`src/hw/hsp_pkg.sv`:
```
// Purpose: Shared constants, types and helpers for the host serial port.
// Assumes: One 100 MHz clock on both ends of the link.
// Notes: Start, eight data bits LSB first, optional parity, stop.
package hsp_pkg;
    localparam int unsigned CLK_HZ = 100_000_000;
    localparam int unsigned DEF_BAUD = 9600;
    localparam int DATA_BITS = 8;
    localparam logic [2:0] LAST_BIT = 3'(DATA_BITS - 1);
    localparam logic LINE_IDLE = 1'b1;
    localparam logic START_LVL = 1'b0;
    localparam logic STOP_LVL = 1'b1;
    localparam logic FLOW_GO = 1'b0;
    localparam int CTS_STOP_FREE = 17;
    localparam int CTS_GO_FREE = 34;
    localparam logic [2:0] SYNC_IDLE = 3'h7;

    typedef enum logic [1:0] {
        PAR_NONE = 2'h0,
        PAR_EVEN = 2'h1,
        PAR_ODD = 2'h2
    } hsp_parity_t;

    // Gray codes along idle, start, data, parity, stop.
    typedef enum logic [2:0] {
        ST_IDLE = 3'h0,
        ST_START = 3'h1,
        ST_DATA = 3'h3,
        ST_PAR = 3'h2,
        ST_STOP = 3'h6
    } hsp_bit_state_t;

    // Parity bit that goes with a byte under the chosen mode.
    function automatic logic hsp_parity_bit(input logic [7:0] d, input hsp_parity_t m);
        return (^d) ^ (m == PAR_ODD);
    endfunction : hsp_parity_bit
endpackage : hsp_pkg

```
`src/hw/hsp_link_if.sv`:
```
// Purpose: Wire bundle between the radio module and its host.
// Assumes: All pins are driven one way only.
// Notes: Flow-control, status and button pins are active low where named _n.
`timescale 1ns/100ps
interface hsp_link_if;
    logic din;
    logic dout;
    logic cts_n;
    logic rts_n;
    logic sleep_rq;
    logic on_sleep;
    logic assoc;
    logic btn_n;

    modport dev (input din, input rts_n, input sleep_rq, input btn_n,
                 output dout, output cts_n, output on_sleep, output assoc);
    modport host (output din, output rts_n, output sleep_rq, output btn_n,
                  input dout, input cts_n, input on_sleep, input assoc);
endinterface : hsp_link_if

```
`src/hw/hsp_device.sv`:
```
// Purpose: Module end of the host serial port with its receive and transmit buffers.
// Assumes: Power-of-two depths; receive depth above CTS_GO_FREE.
// Notes: A radio payload gives its length on its first byte.
`timescale 1ns/100ps

////////////////////////////////////////////////////////////////////////////////
// How it works
// - Host idles data-in high between characters.
// - Start low, eight bits LSB first, stop high.
// - Default format eight bits, no parity, one stop.
// - Both ends share baud, parity and framing settings.
// - Module UART times bits and checks parity.
// - Every received character enters the receive buffer unless it is full.
// - No draining while radio reception continues.
// - Draining stalls for routing, retries and broadcasts.
// - Bulk senders should honour clear-to-send.
// - Radio payloads queue then leave on data-out.
// - Payload larger than free space dropped whole.
// - Clear-to-send active low output, else gpio 7.
// - Request-to-send active low input, else gpio 6.
// - Sleep request input from host, else gpio 8.
// - Awake status output, else gpio 9.
// - Association indicator output, else gpio 5.
// - Button input low means pressed.
// - Clear-to-send high at 17 free, low at 34.
// - Request-to-send high holds transmit buffer data.
module hsp_device import hsp_pkg::*; #(
    parameter int BAUD = DEF_BAUD,
    parameter int RX_DEPTH = 64,
    parameter int TX_DEPTH = 128
) (
    input wire logic ref_clk,
    input wire logic rst_n,
    input wire logic ce,
    hsp_link_if.dev link,
    input wire hsp_parity_t parity_mode,
    input wire logic cts_flow_enable_cmd,
    input wire logic rts_flow_enable_cmd,
    input wire logic status_pin_enable,
    input wire logic assoc_pin_enable,
    output logic [7:0] rxb_data,
    output logic rxb_valid,
    input wire logic rxb_ready,
    input wire logic radio_rx_active,
    input wire logic route_busy,
    input wire logic [7:0] pl_data,
    input wire logic pl_valid,
    input wire logic pl_first,
    input wire logic [$clog2(TX_DEPTH+1)-1:0] pl_len,
    output logic pl_ready,
    output logic pl_dropped,
    output logic rx_overflow,
    output logic parity_err,
    output logic frame_err,
    input wire logic awake,
    input wire logic associated,
    input wire logic gpio_line_5,
    input wire logic gpio_line_7,
    input wire logic gpio_line_9,
    output logic gpio_line_6,
    output logic gpio_line_8,
    output logic sleep_requested,
    output logic button_pressed
);
    localparam int CPB = CLK_HZ / BAUD;
    localparam int RAW = $clog2(RX_DEPTH);
    localparam int RCW = $clog2(RX_DEPTH + 1);
    localparam int TAW = $clog2(TX_DEPTH);
    localparam int TCW = $clog2(TX_DEPTH + 1);
    localparam logic [RCW-1:0] RX_FULL = RCW'(RX_DEPTH);
    localparam logic [TCW-1:0] TX_FULL = TCW'(TX_DEPTH);
    localparam logic [RCW-1:0] STOP_FREE = RCW'(CTS_STOP_FREE);
    localparam logic [RCW-1:0] GO_FREE = RCW'(CTS_GO_FREE);
    localparam int NPIN = 3;

    ////////////////////////////////////////////////////////////////////////////
    // Host pins pass three flip-flops.
    logic [NPIN-1:0] pin_raw;
    logic [NPIN-1:0] pin_lvl;
    logic [2:0] sync_q [NPIN];
    wire rts_lvl = pin_lvl[0];
    wire sleep_lvl = pin_lvl[1];
    wire btn_lvl = pin_lvl[2];

    assign pin_raw = {link.btn_n, link.sleep_rq, link.rts_n};

    for (genvar i = 0; i < NPIN; i++) begin : g_sync
        always_ff @(posedge ref_clk) begin
            if (!rst_n) begin
                sync_q[i] <= SYNC_IDLE;
                pin_lvl[i] <= LINE_IDLE;
            end else if (ce) begin
                sync_q[i] <= {sync_q[i][1:0], pin_raw[i]};
                if (sync_q[i][1] == sync_q[i][2]) begin
                    pin_lvl[i] <= sync_q[i][2];
                end
            end
        end
    end

    ////////////////////////////////////////////////////////////////////////////
    // Serial engine, same as the host's.
    logic [7:0] u_rx_data;
    logic u_rx_valid, u_par_err, u_frm_err;
    logic u_tx_ready;
    logic [7:0] tx_mem [TX_DEPTH];
    logic [TAW-1:0] twr, trd;
    logic [TCW-1:0] tcount;
    wire rts_hold = rts_flow_enable_cmd && (rts_lvl != FLOW_GO);
    wire u_tx_valid = (tcount != '0) && !rts_hold;

    hsp_uart #(.CLKS_PER_BIT(CPB)) u_uart (
        .ref_clk(ref_clk),
        .rst_n(rst_n),
        .ce(ce),
        .parity_mode(parity_mode),
        .rx_pin(link.din),
        .tx_pin(link.dout),
        .tx_data(tx_mem[trd]),
        .tx_valid(u_tx_valid),
        .tx_ready(u_tx_ready),
        .rx_data(u_rx_data),
        .rx_valid(u_rx_valid),
        .rx_parity_err(u_par_err),
        .rx_frame_err(u_frm_err)
    );

    ////////////////////////////////////////////////////////////////////////////
    // Receive buffer; a character meeting a full buffer is lost and reported.
    logic [7:0] rx_mem [RX_DEPTH];
    logic [RAW-1:0] rwr, rrd;
    logic [RCW-1:0] rcount;
    logic cts_hold;
    wire [RCW-1:0] rfree = RX_FULL - rcount;
    wire rx_push = u_rx_valid && (rcount != RX_FULL);
    wire drain_ok = !radio_rx_active && !route_busy;
    wire rx_pop = rxb_valid && rxb_ready;

    assign rxb_valid = (rcount != '0) && drain_ok;
    assign rxb_data = rx_mem[rrd];

    always_ff @(posedge ref_clk) begin
        if (!rst_n) begin
            rwr <= '0;
            rrd <= '0;
            rcount <= '0;
        end else if (ce) begin
            if (rx_push) begin
                rx_mem[rwr] <= u_rx_data;
                rwr <= rwr + 1'b1;
            end
            if (rx_pop) begin
                rrd <= rrd + 1'b1;
            end
            rcount <= rcount + RCW'(rx_push) - RCW'(rx_pop);
        end
    end

    // Hysteresis stops the flow pin chattering.
    always_ff @(posedge ref_clk) begin
        if (!rst_n) begin
            cts_hold <= 1'b0;
        end else if (ce) begin
            if (rfree <= STOP_FREE) begin
                cts_hold <= 1'b1;
            end else if (rfree >= GO_FREE) begin
                cts_hold <= 1'b0;
            end
        end
    end

    ////////////////////////////////////////////////////////////////////////////
    // Transmit buffer. Room is judged on the first byte only; draining only
    // frees space, so a kept payload never runs short.
    logic keep_pl;
    wire [TCW-1:0] tfree = TX_FULL - tcount;
    wire fits = (pl_len <= tfree);
    wire keep_now = pl_first ? fits : keep_pl;
    wire tx_push = pl_valid && pl_ready && keep_now;
    wire tx_pop = u_tx_valid && u_tx_ready;

    assign pl_ready = ce;

    always_ff @(posedge ref_clk) begin
        if (!rst_n) begin
            twr <= '0;
            trd <= '0;
            tcount <= '0;
            keep_pl <= 1'b0;
        end else if (ce) begin
            if (pl_valid && pl_first) begin
                keep_pl <= fits;
            end
            if (tx_push) begin
                tx_mem[twr] <= pl_data;
                twr <= twr + 1'b1;
            end
            if (tx_pop) begin
                trd <= trd + 1'b1;
            end
            tcount <= tcount + TCW'(tx_push) - TCW'(tx_pop);
        end
    end

    ////////////////////////////////////////////////////////////////////////////
    // Registered pulses and pin outputs.
    always_ff @(posedge ref_clk) begin
        if (!rst_n) begin
            pl_dropped <= 1'b0;
            rx_overflow <= 1'b0;
            parity_err <= 1'b0;
            frame_err <= 1'b0;
            link.cts_n <= LINE_IDLE;
            link.on_sleep <= 1'b0;
            link.assoc <= 1'b0;
            gpio_line_6 <= LINE_IDLE;
            gpio_line_8 <= LINE_IDLE;
            sleep_requested <= 1'b0;
            button_pressed <= 1'b0;
        end else if (ce) begin
            pl_dropped <= pl_valid && pl_first && !fits;
            rx_overflow <= u_rx_valid && (rcount == RX_FULL);
            parity_err <= u_rx_valid && u_par_err;
            frame_err <= u_rx_valid && u_frm_err;
            link.cts_n <= cts_flow_enable_cmd ? cts_hold : gpio_line_7;
            link.on_sleep <= status_pin_enable ? awake : gpio_line_9;
            link.assoc <= assoc_pin_enable ? associated : gpio_line_5;
            gpio_line_6 <= rts_lvl;
            gpio_line_8 <= sleep_lvl;
            sleep_requested <= sleep_lvl;
            button_pressed <= (btn_lvl == 1'b0);
        end
    end
endmodule : hsp_device

```
`src/hw/hsp_uart.sv`:
```
// Purpose: Byte-wide UART transmitter and receiver with parity.
// Assumes: CLKS_PER_BIT is at least 4.
// Notes: The receive pin is synchronised here through three flip-flops.
`timescale 1ns/100ps
module hsp_uart import hsp_pkg::*; #(
    parameter int CLKS_PER_BIT = CLK_HZ / DEF_BAUD
) (
    input wire logic ref_clk,
    input wire logic rst_n,
    input wire logic ce,
    input wire hsp_parity_t parity_mode,
    input wire logic rx_pin,
    output logic tx_pin,
    input wire logic [7:0] tx_data,
    input wire logic tx_valid,
    output logic tx_ready,
    output logic [7:0] rx_data,
    output logic rx_valid,
    output logic rx_parity_err,
    output logic rx_frame_err
);
    localparam int CW = $clog2(CLKS_PER_BIT + 1);
    localparam logic [CW-1:0] FULL = CW'(CLKS_PER_BIT - 1);
    localparam logic [CW-1:0] HALF = CW'(CLKS_PER_BIT / 2 - 1);

    logic [2:0] sync_q;
    logic lvl;
    hsp_bit_state_t rst_q, tst_q;
    logic [CW-1:0] rcnt, tcnt;
    logic [2:0] rbit, tbit;
    logic [7:0] rsh, tsh;
    logic rpar, tpar;
    wire use_par = (parity_mode != PAR_NONE);
    wire r_end = (rcnt == FULL);
    wire t_end = (tcnt == FULL);

    assign tx_ready = ce && (tst_q == ST_IDLE);

    ////////////////////////////////////////////////////////////////////////////
    // Receiver: a change counts once the second and third stages agree.
    always_ff @(posedge ref_clk) begin
        if (!rst_n) begin
            sync_q <= SYNC_IDLE;
            lvl <= LINE_IDLE;
            rst_q <= ST_IDLE;
            rcnt <= '0;
            rbit <= '0;
            rsh <= '0;
            rpar <= 1'b0;
            rx_data <= '0;
            rx_valid <= 1'b0;
            rx_parity_err <= 1'b0;
            rx_frame_err <= 1'b0;
        end else if (ce) begin
            sync_q <= {sync_q[1:0], rx_pin};
            if (sync_q[1] == sync_q[2]) begin
                lvl <= sync_q[2];
            end
            rx_valid <= 1'b0;
            rcnt <= rcnt + 1'b1;
            case (rst_q)
                ST_IDLE: begin
                    rcnt <= '0;
                    if (lvl == START_LVL) begin
                        rst_q <= ST_START;
                    end
                end
                ST_START: begin
                    // Glitches under half a bit are dropped.
                    if (rcnt == HALF) begin
                        rcnt <= '0;
                        rbit <= '0;
                        rst_q <= (lvl == START_LVL) ? ST_DATA : ST_IDLE;
                    end
                end
                ST_DATA: begin
                    if (r_end) begin
                        rcnt <= '0;
                        rsh <= {lvl, rsh[7:1]};
                        rbit <= rbit + 1'b1;
                        if (rbit == LAST_BIT) begin
                            rst_q <= use_par ? ST_PAR : ST_STOP;
                        end
                    end
                end
                ST_PAR: begin
                    if (r_end) begin
                        rcnt <= '0;
                        rpar <= lvl;
                        rst_q <= ST_STOP;
                    end
                end
                ST_STOP: begin
                    if (r_end) begin
                        rst_q <= ST_IDLE;
                        rx_data <= rsh;
                        rx_valid <= 1'b1;
                        rx_frame_err <= (lvl != STOP_LVL);
                        rx_parity_err <= use_par && (rpar != hsp_parity_bit(rsh, parity_mode));
                    end
                end
                default: rst_q <= ST_IDLE;
            endcase
        end
    end

    ////////////////////////////////////////////////////////////////////////////
    // Transmitter: bit timing derived from the local clock.
    always_ff @(posedge ref_clk) begin
        if (!rst_n) begin
            tst_q <= ST_IDLE;
            tx_pin <= LINE_IDLE;
            tcnt <= '0;
            tbit <= '0;
            tsh <= '0;
            tpar <= 1'b0;
        end else if (ce) begin
            tcnt <= t_end ? '0 : tcnt + 1'b1;
            case (tst_q)
                ST_IDLE: begin
                    tcnt <= '0;
                    if (tx_valid) begin
                        tsh <= tx_data;
                        tpar <= hsp_parity_bit(tx_data, parity_mode);
                        tx_pin <= START_LVL;
                        tst_q <= ST_START;
                    end
                end
                ST_START: begin
                    if (t_end) begin
                        tx_pin <= tsh[0];
                        tbit <= '0;
                        tst_q <= ST_DATA;
                    end
                end
                ST_DATA: begin
                    if (t_end) begin
                        tbit <= tbit + 1'b1;
                        tsh <= {1'b0, tsh[7:1]};
                        if (tbit != LAST_BIT) begin
                            tx_pin <= tsh[1];
                        end else if (use_par) begin
                            tx_pin <= tpar;
                            tst_q <= ST_PAR;
                        end else begin
                            tx_pin <= STOP_LVL;
                            tst_q <= ST_STOP;
                        end
                    end
                end
                ST_PAR: begin
                    if (t_end) begin
                        tx_pin <= STOP_LVL;
                        tst_q <= ST_STOP;
                    end
                end
                ST_STOP: begin
                    if (t_end) begin
                        tst_q <= ST_IDLE;
                    end
                end
                default: tst_q <= ST_IDLE;
            endcase
        end
    end
endmodule : hsp_uart

```
`src/flat_wrapper.sv`:
```
// flat-port wrapper written by rule: the top's interface ports become plain ports
module hsp_device_flat import hsp_pkg::*;
#(
    parameter int BAUD = DEF_BAUD,
    parameter int RX_DEPTH = 64,
    parameter int TX_DEPTH = 128
)
  (ref_clk, rst_n, ce, parity_mode, cts_flow_enable_cmd, rts_flow_enable_cmd, status_pin_enable, assoc_pin_enable, rxb_data, rxb_valid, rxb_ready, radio_rx_active, route_busy, pl_data, pl_valid, pl_first, pl_len, pl_ready, pl_dropped, rx_overflow, parity_err, frame_err, awake, associated, gpio_line_5, gpio_line_7, gpio_line_9, gpio_line_6, gpio_line_8, sleep_requested, button_pressed, link_din, link_rts_n, link_sleep_rq, link_btn_n, link_dout, link_cts_n, link_on_sleep, link_assoc);
  hsp_link_if link_i ();
  input wire logic ref_clk;
  input wire logic rst_n;
  input wire logic ce;
  input wire hsp_parity_t parity_mode;
  input wire logic cts_flow_enable_cmd;
  input wire logic rts_flow_enable_cmd;
  input wire logic status_pin_enable;
  input wire logic assoc_pin_enable;
  output logic [7:0] rxb_data;
  output logic rxb_valid;
  input wire logic rxb_ready;
  input wire logic radio_rx_active;
  input wire logic route_busy;
  input wire logic [7:0] pl_data;
  input wire logic pl_valid;
  input wire logic pl_first;
  input wire logic [$clog2(TX_DEPTH+1)-1:0] pl_len;
  output logic pl_ready;
  output logic pl_dropped;
  output logic rx_overflow;
  output logic parity_err;
  output logic frame_err;
  input wire logic awake;
  input wire logic associated;
  input wire logic gpio_line_5;
  input wire logic gpio_line_7;
  input wire logic gpio_line_9;
  output logic gpio_line_6;
  output logic gpio_line_8;
  output logic sleep_requested;
  output logic button_pressed;
  input wire logic [$bits(link_i.din)-1:0] link_din;
  input wire logic [$bits(link_i.rts_n)-1:0] link_rts_n;
  input wire logic [$bits(link_i.sleep_rq)-1:0] link_sleep_rq;
  input wire logic [$bits(link_i.btn_n)-1:0] link_btn_n;
  output wire logic [$bits(link_i.dout)-1:0] link_dout;
  output wire logic [$bits(link_i.cts_n)-1:0] link_cts_n;
  output wire logic [$bits(link_i.on_sleep)-1:0] link_on_sleep;
  output wire logic [$bits(link_i.assoc)-1:0] link_assoc;
  assign link_i.din = link_din;
  assign link_i.rts_n = link_rts_n;
  assign link_i.sleep_rq = link_sleep_rq;
  assign link_i.btn_n = link_btn_n;
  assign link_dout = link_i.dout;
  assign link_cts_n = link_i.cts_n;
  assign link_on_sleep = link_i.on_sleep;
  assign link_assoc = link_i.assoc;
  hsp_device #(.BAUD(BAUD), .RX_DEPTH(RX_DEPTH), .TX_DEPTH(TX_DEPTH)) u_core (.ref_clk(ref_clk), .rst_n(rst_n), .ce(ce), .link(link_i), .parity_mode(parity_mode), .cts_flow_enable_cmd(cts_flow_enable_cmd), .rts_flow_enable_cmd(rts_flow_enable_cmd), .status_pin_enable(status_pin_enable), .assoc_pin_enable(assoc_pin_enable), .rxb_data(rxb_data), .rxb_valid(rxb_valid), .rxb_ready(rxb_ready), .radio_rx_active(radio_rx_active), .route_busy(route_busy), .pl_data(pl_data), .pl_valid(pl_valid), .pl_first(pl_first), .pl_len(pl_len), .pl_ready(pl_ready), .pl_dropped(pl_dropped), .rx_overflow(rx_overflow), .parity_err(parity_err), .frame_err(frame_err), .awake(awake), .associated(associated), .gpio_line_5(gpio_line_5), .gpio_line_7(gpio_line_7), .gpio_line_9(gpio_line_9), .gpio_line_6(gpio_line_6), .gpio_line_8(gpio_line_8), .sleep_requested(sleep_requested), .button_pressed(button_pressed));
endmodule
```
`config.mk`:
```
export PLATFORM = sky130hd
export DESIGN_NAME = hsp_device_flat
export DESIGN_NICKNAME = d
export VERILOG_FILES = /design/src/hw/hsp_pkg.sv /design/src/hw/hsp_link_if.sv /design/src/hw/hsp_device.sv /design/src/hw/hsp_uart.sv /design/src/flat_wrapper.sv
export SDC_FILE = /design/constraint.sdc
export NUM_CORES = 2
export LEC_CHECK = 0
export BUFFER_PORTS_ARGS = -buffer_cell sky130_fd_sc_hd__clkbuf_2
export CORE_MARGIN = 10
export CORE_UTILIZATION = 60
export DETAILED_ROUTE_END_ITERATION = 10
export PLACE_DENSITY = 0.76
export SLEW_MARGIN = 40
export SYNTH_ARGS = -nofsm -noshare
export SYNTH_HDL_FRONTEND = slang
export SYNTH_SLANG_ARGS = --single-unit
```
`constraint.sdc`:
```
create_clock -name ref_clk -period 5.9 [get_ports ref_clk]
set_clock_uncertainty 0.05 [all_clocks]
set_input_delay 1.18 -clock ref_clk [delete_from_list [all_inputs] [get_ports ref_clk]]
set_output_delay 1.18 -clock ref_clk [all_outputs]
set_load 0.005 [all_outputs]
```
==> flow_summary.toml <==
[power_and_ir_drop]
power.density_nw_per_um2 = 341.4
p_int_uw = 20030
power.net_switching_uw = 5458
seqPwrFrac = 0.514
power.leakage_uw = 0.02407
p_sw_frac = 0.2142
pwr-share-comb = 0.064
p_clk_frac = 0.421
vdd_drop_max_mv = 0.3451
p_total_uw = 25490

[yosys]
yosysWarningCount = 0
netlist.area_leader.share = 0.6929
synth_fa_ha_area_frac = 0.009381
avgSynthCellArea_um2 = 18.83
synth_edf_count = 1545
ys_types = 63
seq_area_frac_synth = 0.7359
ys.flop_type = "edfxtp_1"
synth_top_family_by_area = "multiplexers"
syn_inst = 3555
synth_xor_area_frac = 0.009736
synth.top_cells.by_area = "edfxtp_1 69%, mux4_2 13%, dfxtp_1 4.3%, mux2i_1 2.1%, nor2_1 1.9%"
yosys.area_share.simple = 0.04630
synth_nets = 3643
synthArstFlopShare = 0
yosysTopAreaCell = "edfxtp_1"
yosys_register_bits = 1689
muxShareOfSynthArea = 0.1548
synthesis.area_um2 = 66960
synth_compound_area_frac = 0.02795

[final_layout]
final_cell_mix = "1545 x edfxtp_1, 397 x mux4_2, 303 x nor2_1"
areaGrowthSynthToFinish_pct = 11.48
layout_commonest_cell = "edfxtp_1"
fill_cells = 6796
final_nets = 3746
regArea_um2 = 49320
multi_input_area_um2 = 16750
drive_above_1_share = 0.2232

[clocking]
tritoncts = "yes"
path_clk_slew_ns = 0.06
ctsHoldBuffers = 0
ctsLongestPathBuffers = 3
cts_num_sinks = 1689
cts-buffers-inserted = 164
htreeDepth = 4
cts_resized = 0
clockRootBuffer = "clkbuf_16"
clkLatencyLatePin_ns = 0.77
postCtsSetupBuffers = 0

[global_routing]
grt_usage = 0.2572
antenna_found_initial = 1
grt_max_degree = 129
grt_pass1_vias = 35250
grt-ovfl-total = 0
grt_pass1_wl_um = 239400

[placement]
gp_congestion = 0.8792
hpwl_um = 94660
numPortBuffers = 60

[timing]
tns_ns = 0
post-route-period-util = 0.8459
slew_violations = 0
max_clock_freq_mhz = 200.4
setup_viol = 0
post-route-min-period_ns = 4.991
worst_pin_slew_ns = 0.9143
rsz0062_at_grt = "no"
max_slew_margin = 0.3905
final-hold-violation-count = 0

[detailed_routing]
detail-route-antenna-nets = 0
wl_per_cell_um = 30.48
routed-via-count = 35120
totalWireLength_um = 160900
dr.pass1.iters = 8
route.detailed.drc = 0
drt_iter0_drc = 4745
vias_per_cell = 6.651

[worst_hold_path]
hp-class = "reg2reg"

[flow_run]
maxCapViolations = 0

[floorplanning]
fp.dieW_um = 354.1
fp.dieH_um = 354.1
die-area_um2 = 125400
core_area_um2 = 110700
start_util = 0.6050
io_pins = 61
rows = 122

[worst_setup_path]
required_ns = 4.67
criticalPathCategory = "reg2out"
worst_setup_path_start_kind = "register"
path_max_fanout = 24
arrival_ns = 3.76
end_kind = "primary output"

[outcome]
status = "completed"
[cell type report]
| cell class | instances | area share |
|---|---|---|
| Clock inverter | 105 | 0.01601 |
| Multi-Input combinational cell | 1633 | 0.2243 |
| Inverter | 42 | 0.002129 |
| Timing Repair Buffer | 128 | 0.01425 |
| Sequential cell | 1689 | 0.6607 |
| Antenna cell | 2 | 0.00006705 |
| Clock buffer | 193 | 0.05758 |
| Tap cell | 1488 | 0.02494 |
[synthesized netlist by cell type, drive strengths merged, types with 4 or more instances]
cell / number
nand3b: 13
o21ai: 51
mux2i: 139
nand2b: 15
buf: 86
xnor2: 39
o22ai: 27
nor2: 339
mux4: 397
o211ai: 5
a31oi: 8
o221ai: 26
dfxtp: 144
and2: 9
nand3: 48
o21bai: 5
nand4: 26
and3: 15
edfxtp: 1545
a21oi: 70
or3b: 6
nor4: 6
a211oi: 34
ha: 47
xor2: 32
nand2: 134
or2: 11
inv: 42
nor3: 18
clkbuf: 105
a221oi: 4
nor2b: 18
or4: 7
a22oi: 33
or3: 11
[kinds of logic (layout without fill, tap and decap cells)]
logic type,after synthesis,in the layout
AO/OA/AOI/OAI,286,286
XOR/XNOR,72,72
adder cells (fa/ha/maj),49,49
buffers and inverters,233,468
flip-flops,1689,1689
multiplexers,539,539
other,0,2
AND/OR/NAND/NOR,687,687
[critical path, cell delays in order (launching register included)]
cell and delay (ns):
dfxtp_4 0.72, buf_4 0.45, mux4_2 0.61, mux4_2 0.55, mux4_2 0.50, clkbuf_2 0.13
[worst paths after layout]
path / start / endpoint / slack, ns / cells past startpoint
max: register / rxb_data[1] / 0.91 / 5
min: u_core.sleep_requested / u_core.sleep_requested / 0.42 / 2
max reg2reg: u_core.tcount[1] / u_core.tx_mem[63][1] / 1.06 / 15
min reg2reg: u_core.sleep_requested / u_core.sleep_requested / 0.42 / 2
[stage by stage]
| stage | hold WS (ns) | instances | utilization | area (um2) | setup WS (ns) |
|---|---|---|---|---|---|
| after floorplan | 0.3901 | 3555 | - | 66960 | 1.756 |
| after global placement | 0.3999 | 4978 | 0.6230 | 68950 | 0.7134 |
| after detailed placement | 0.4057 | 4979 | 0.6237 | 69020 | 0.9094 |
| after CTS | 0.4195 | 5277 | 0.6733 | 74510 | 0.8200 |
| after global routing | 0.4523 | 5278 | 0.6744 | 74640 | 0.7244 |
| final | 0.4204 | 5280 | 0.6745 | 74650 | 0.9090 |
[sequential cells by signal (all words and copies together), names as in the netlist, 6 cells and up, named ones only]
register               cells
u_core.tx_mem           1024
u_core.rx_mem            512
u_core.u_uart.rcnt        14
u_core.u_uart.tcnt        14
u_core.sync_q              9
u_core.tcount              8
u_core.u_uart.rsh          8
u_core.u_uart.rx_data      8
u_core.u_uart.tsh          8
u_core.rcount              7
u_core.trd                 7
u_core.twr                 7
u_core.rrd                 6
u_core.rwr                 6
[per-layer routing]
metal  GRT usage  up-vias  wire length (um)  part of all wire
met5           0        -                 0                 0
met4     0.09580        0              6197             0.039
met3     0.05731      361             15830             0.098
met2      0.4053     2131             78250              0.49
met1      0.3543    18110             60660              0.38
li1            -    14520                 -                 -
[power groups by stage]
stage,sequential (uW),clock (uW),combinational [uW]
after detailed placement,13400,0,1630
after global placement,13400,0,1580
after CTS,13100,10800,1640
after floorplan,13300,0,1170
after global routing,13100,11300,1770
final,13100,10700,1640
(Power assumes the default switching activity.)
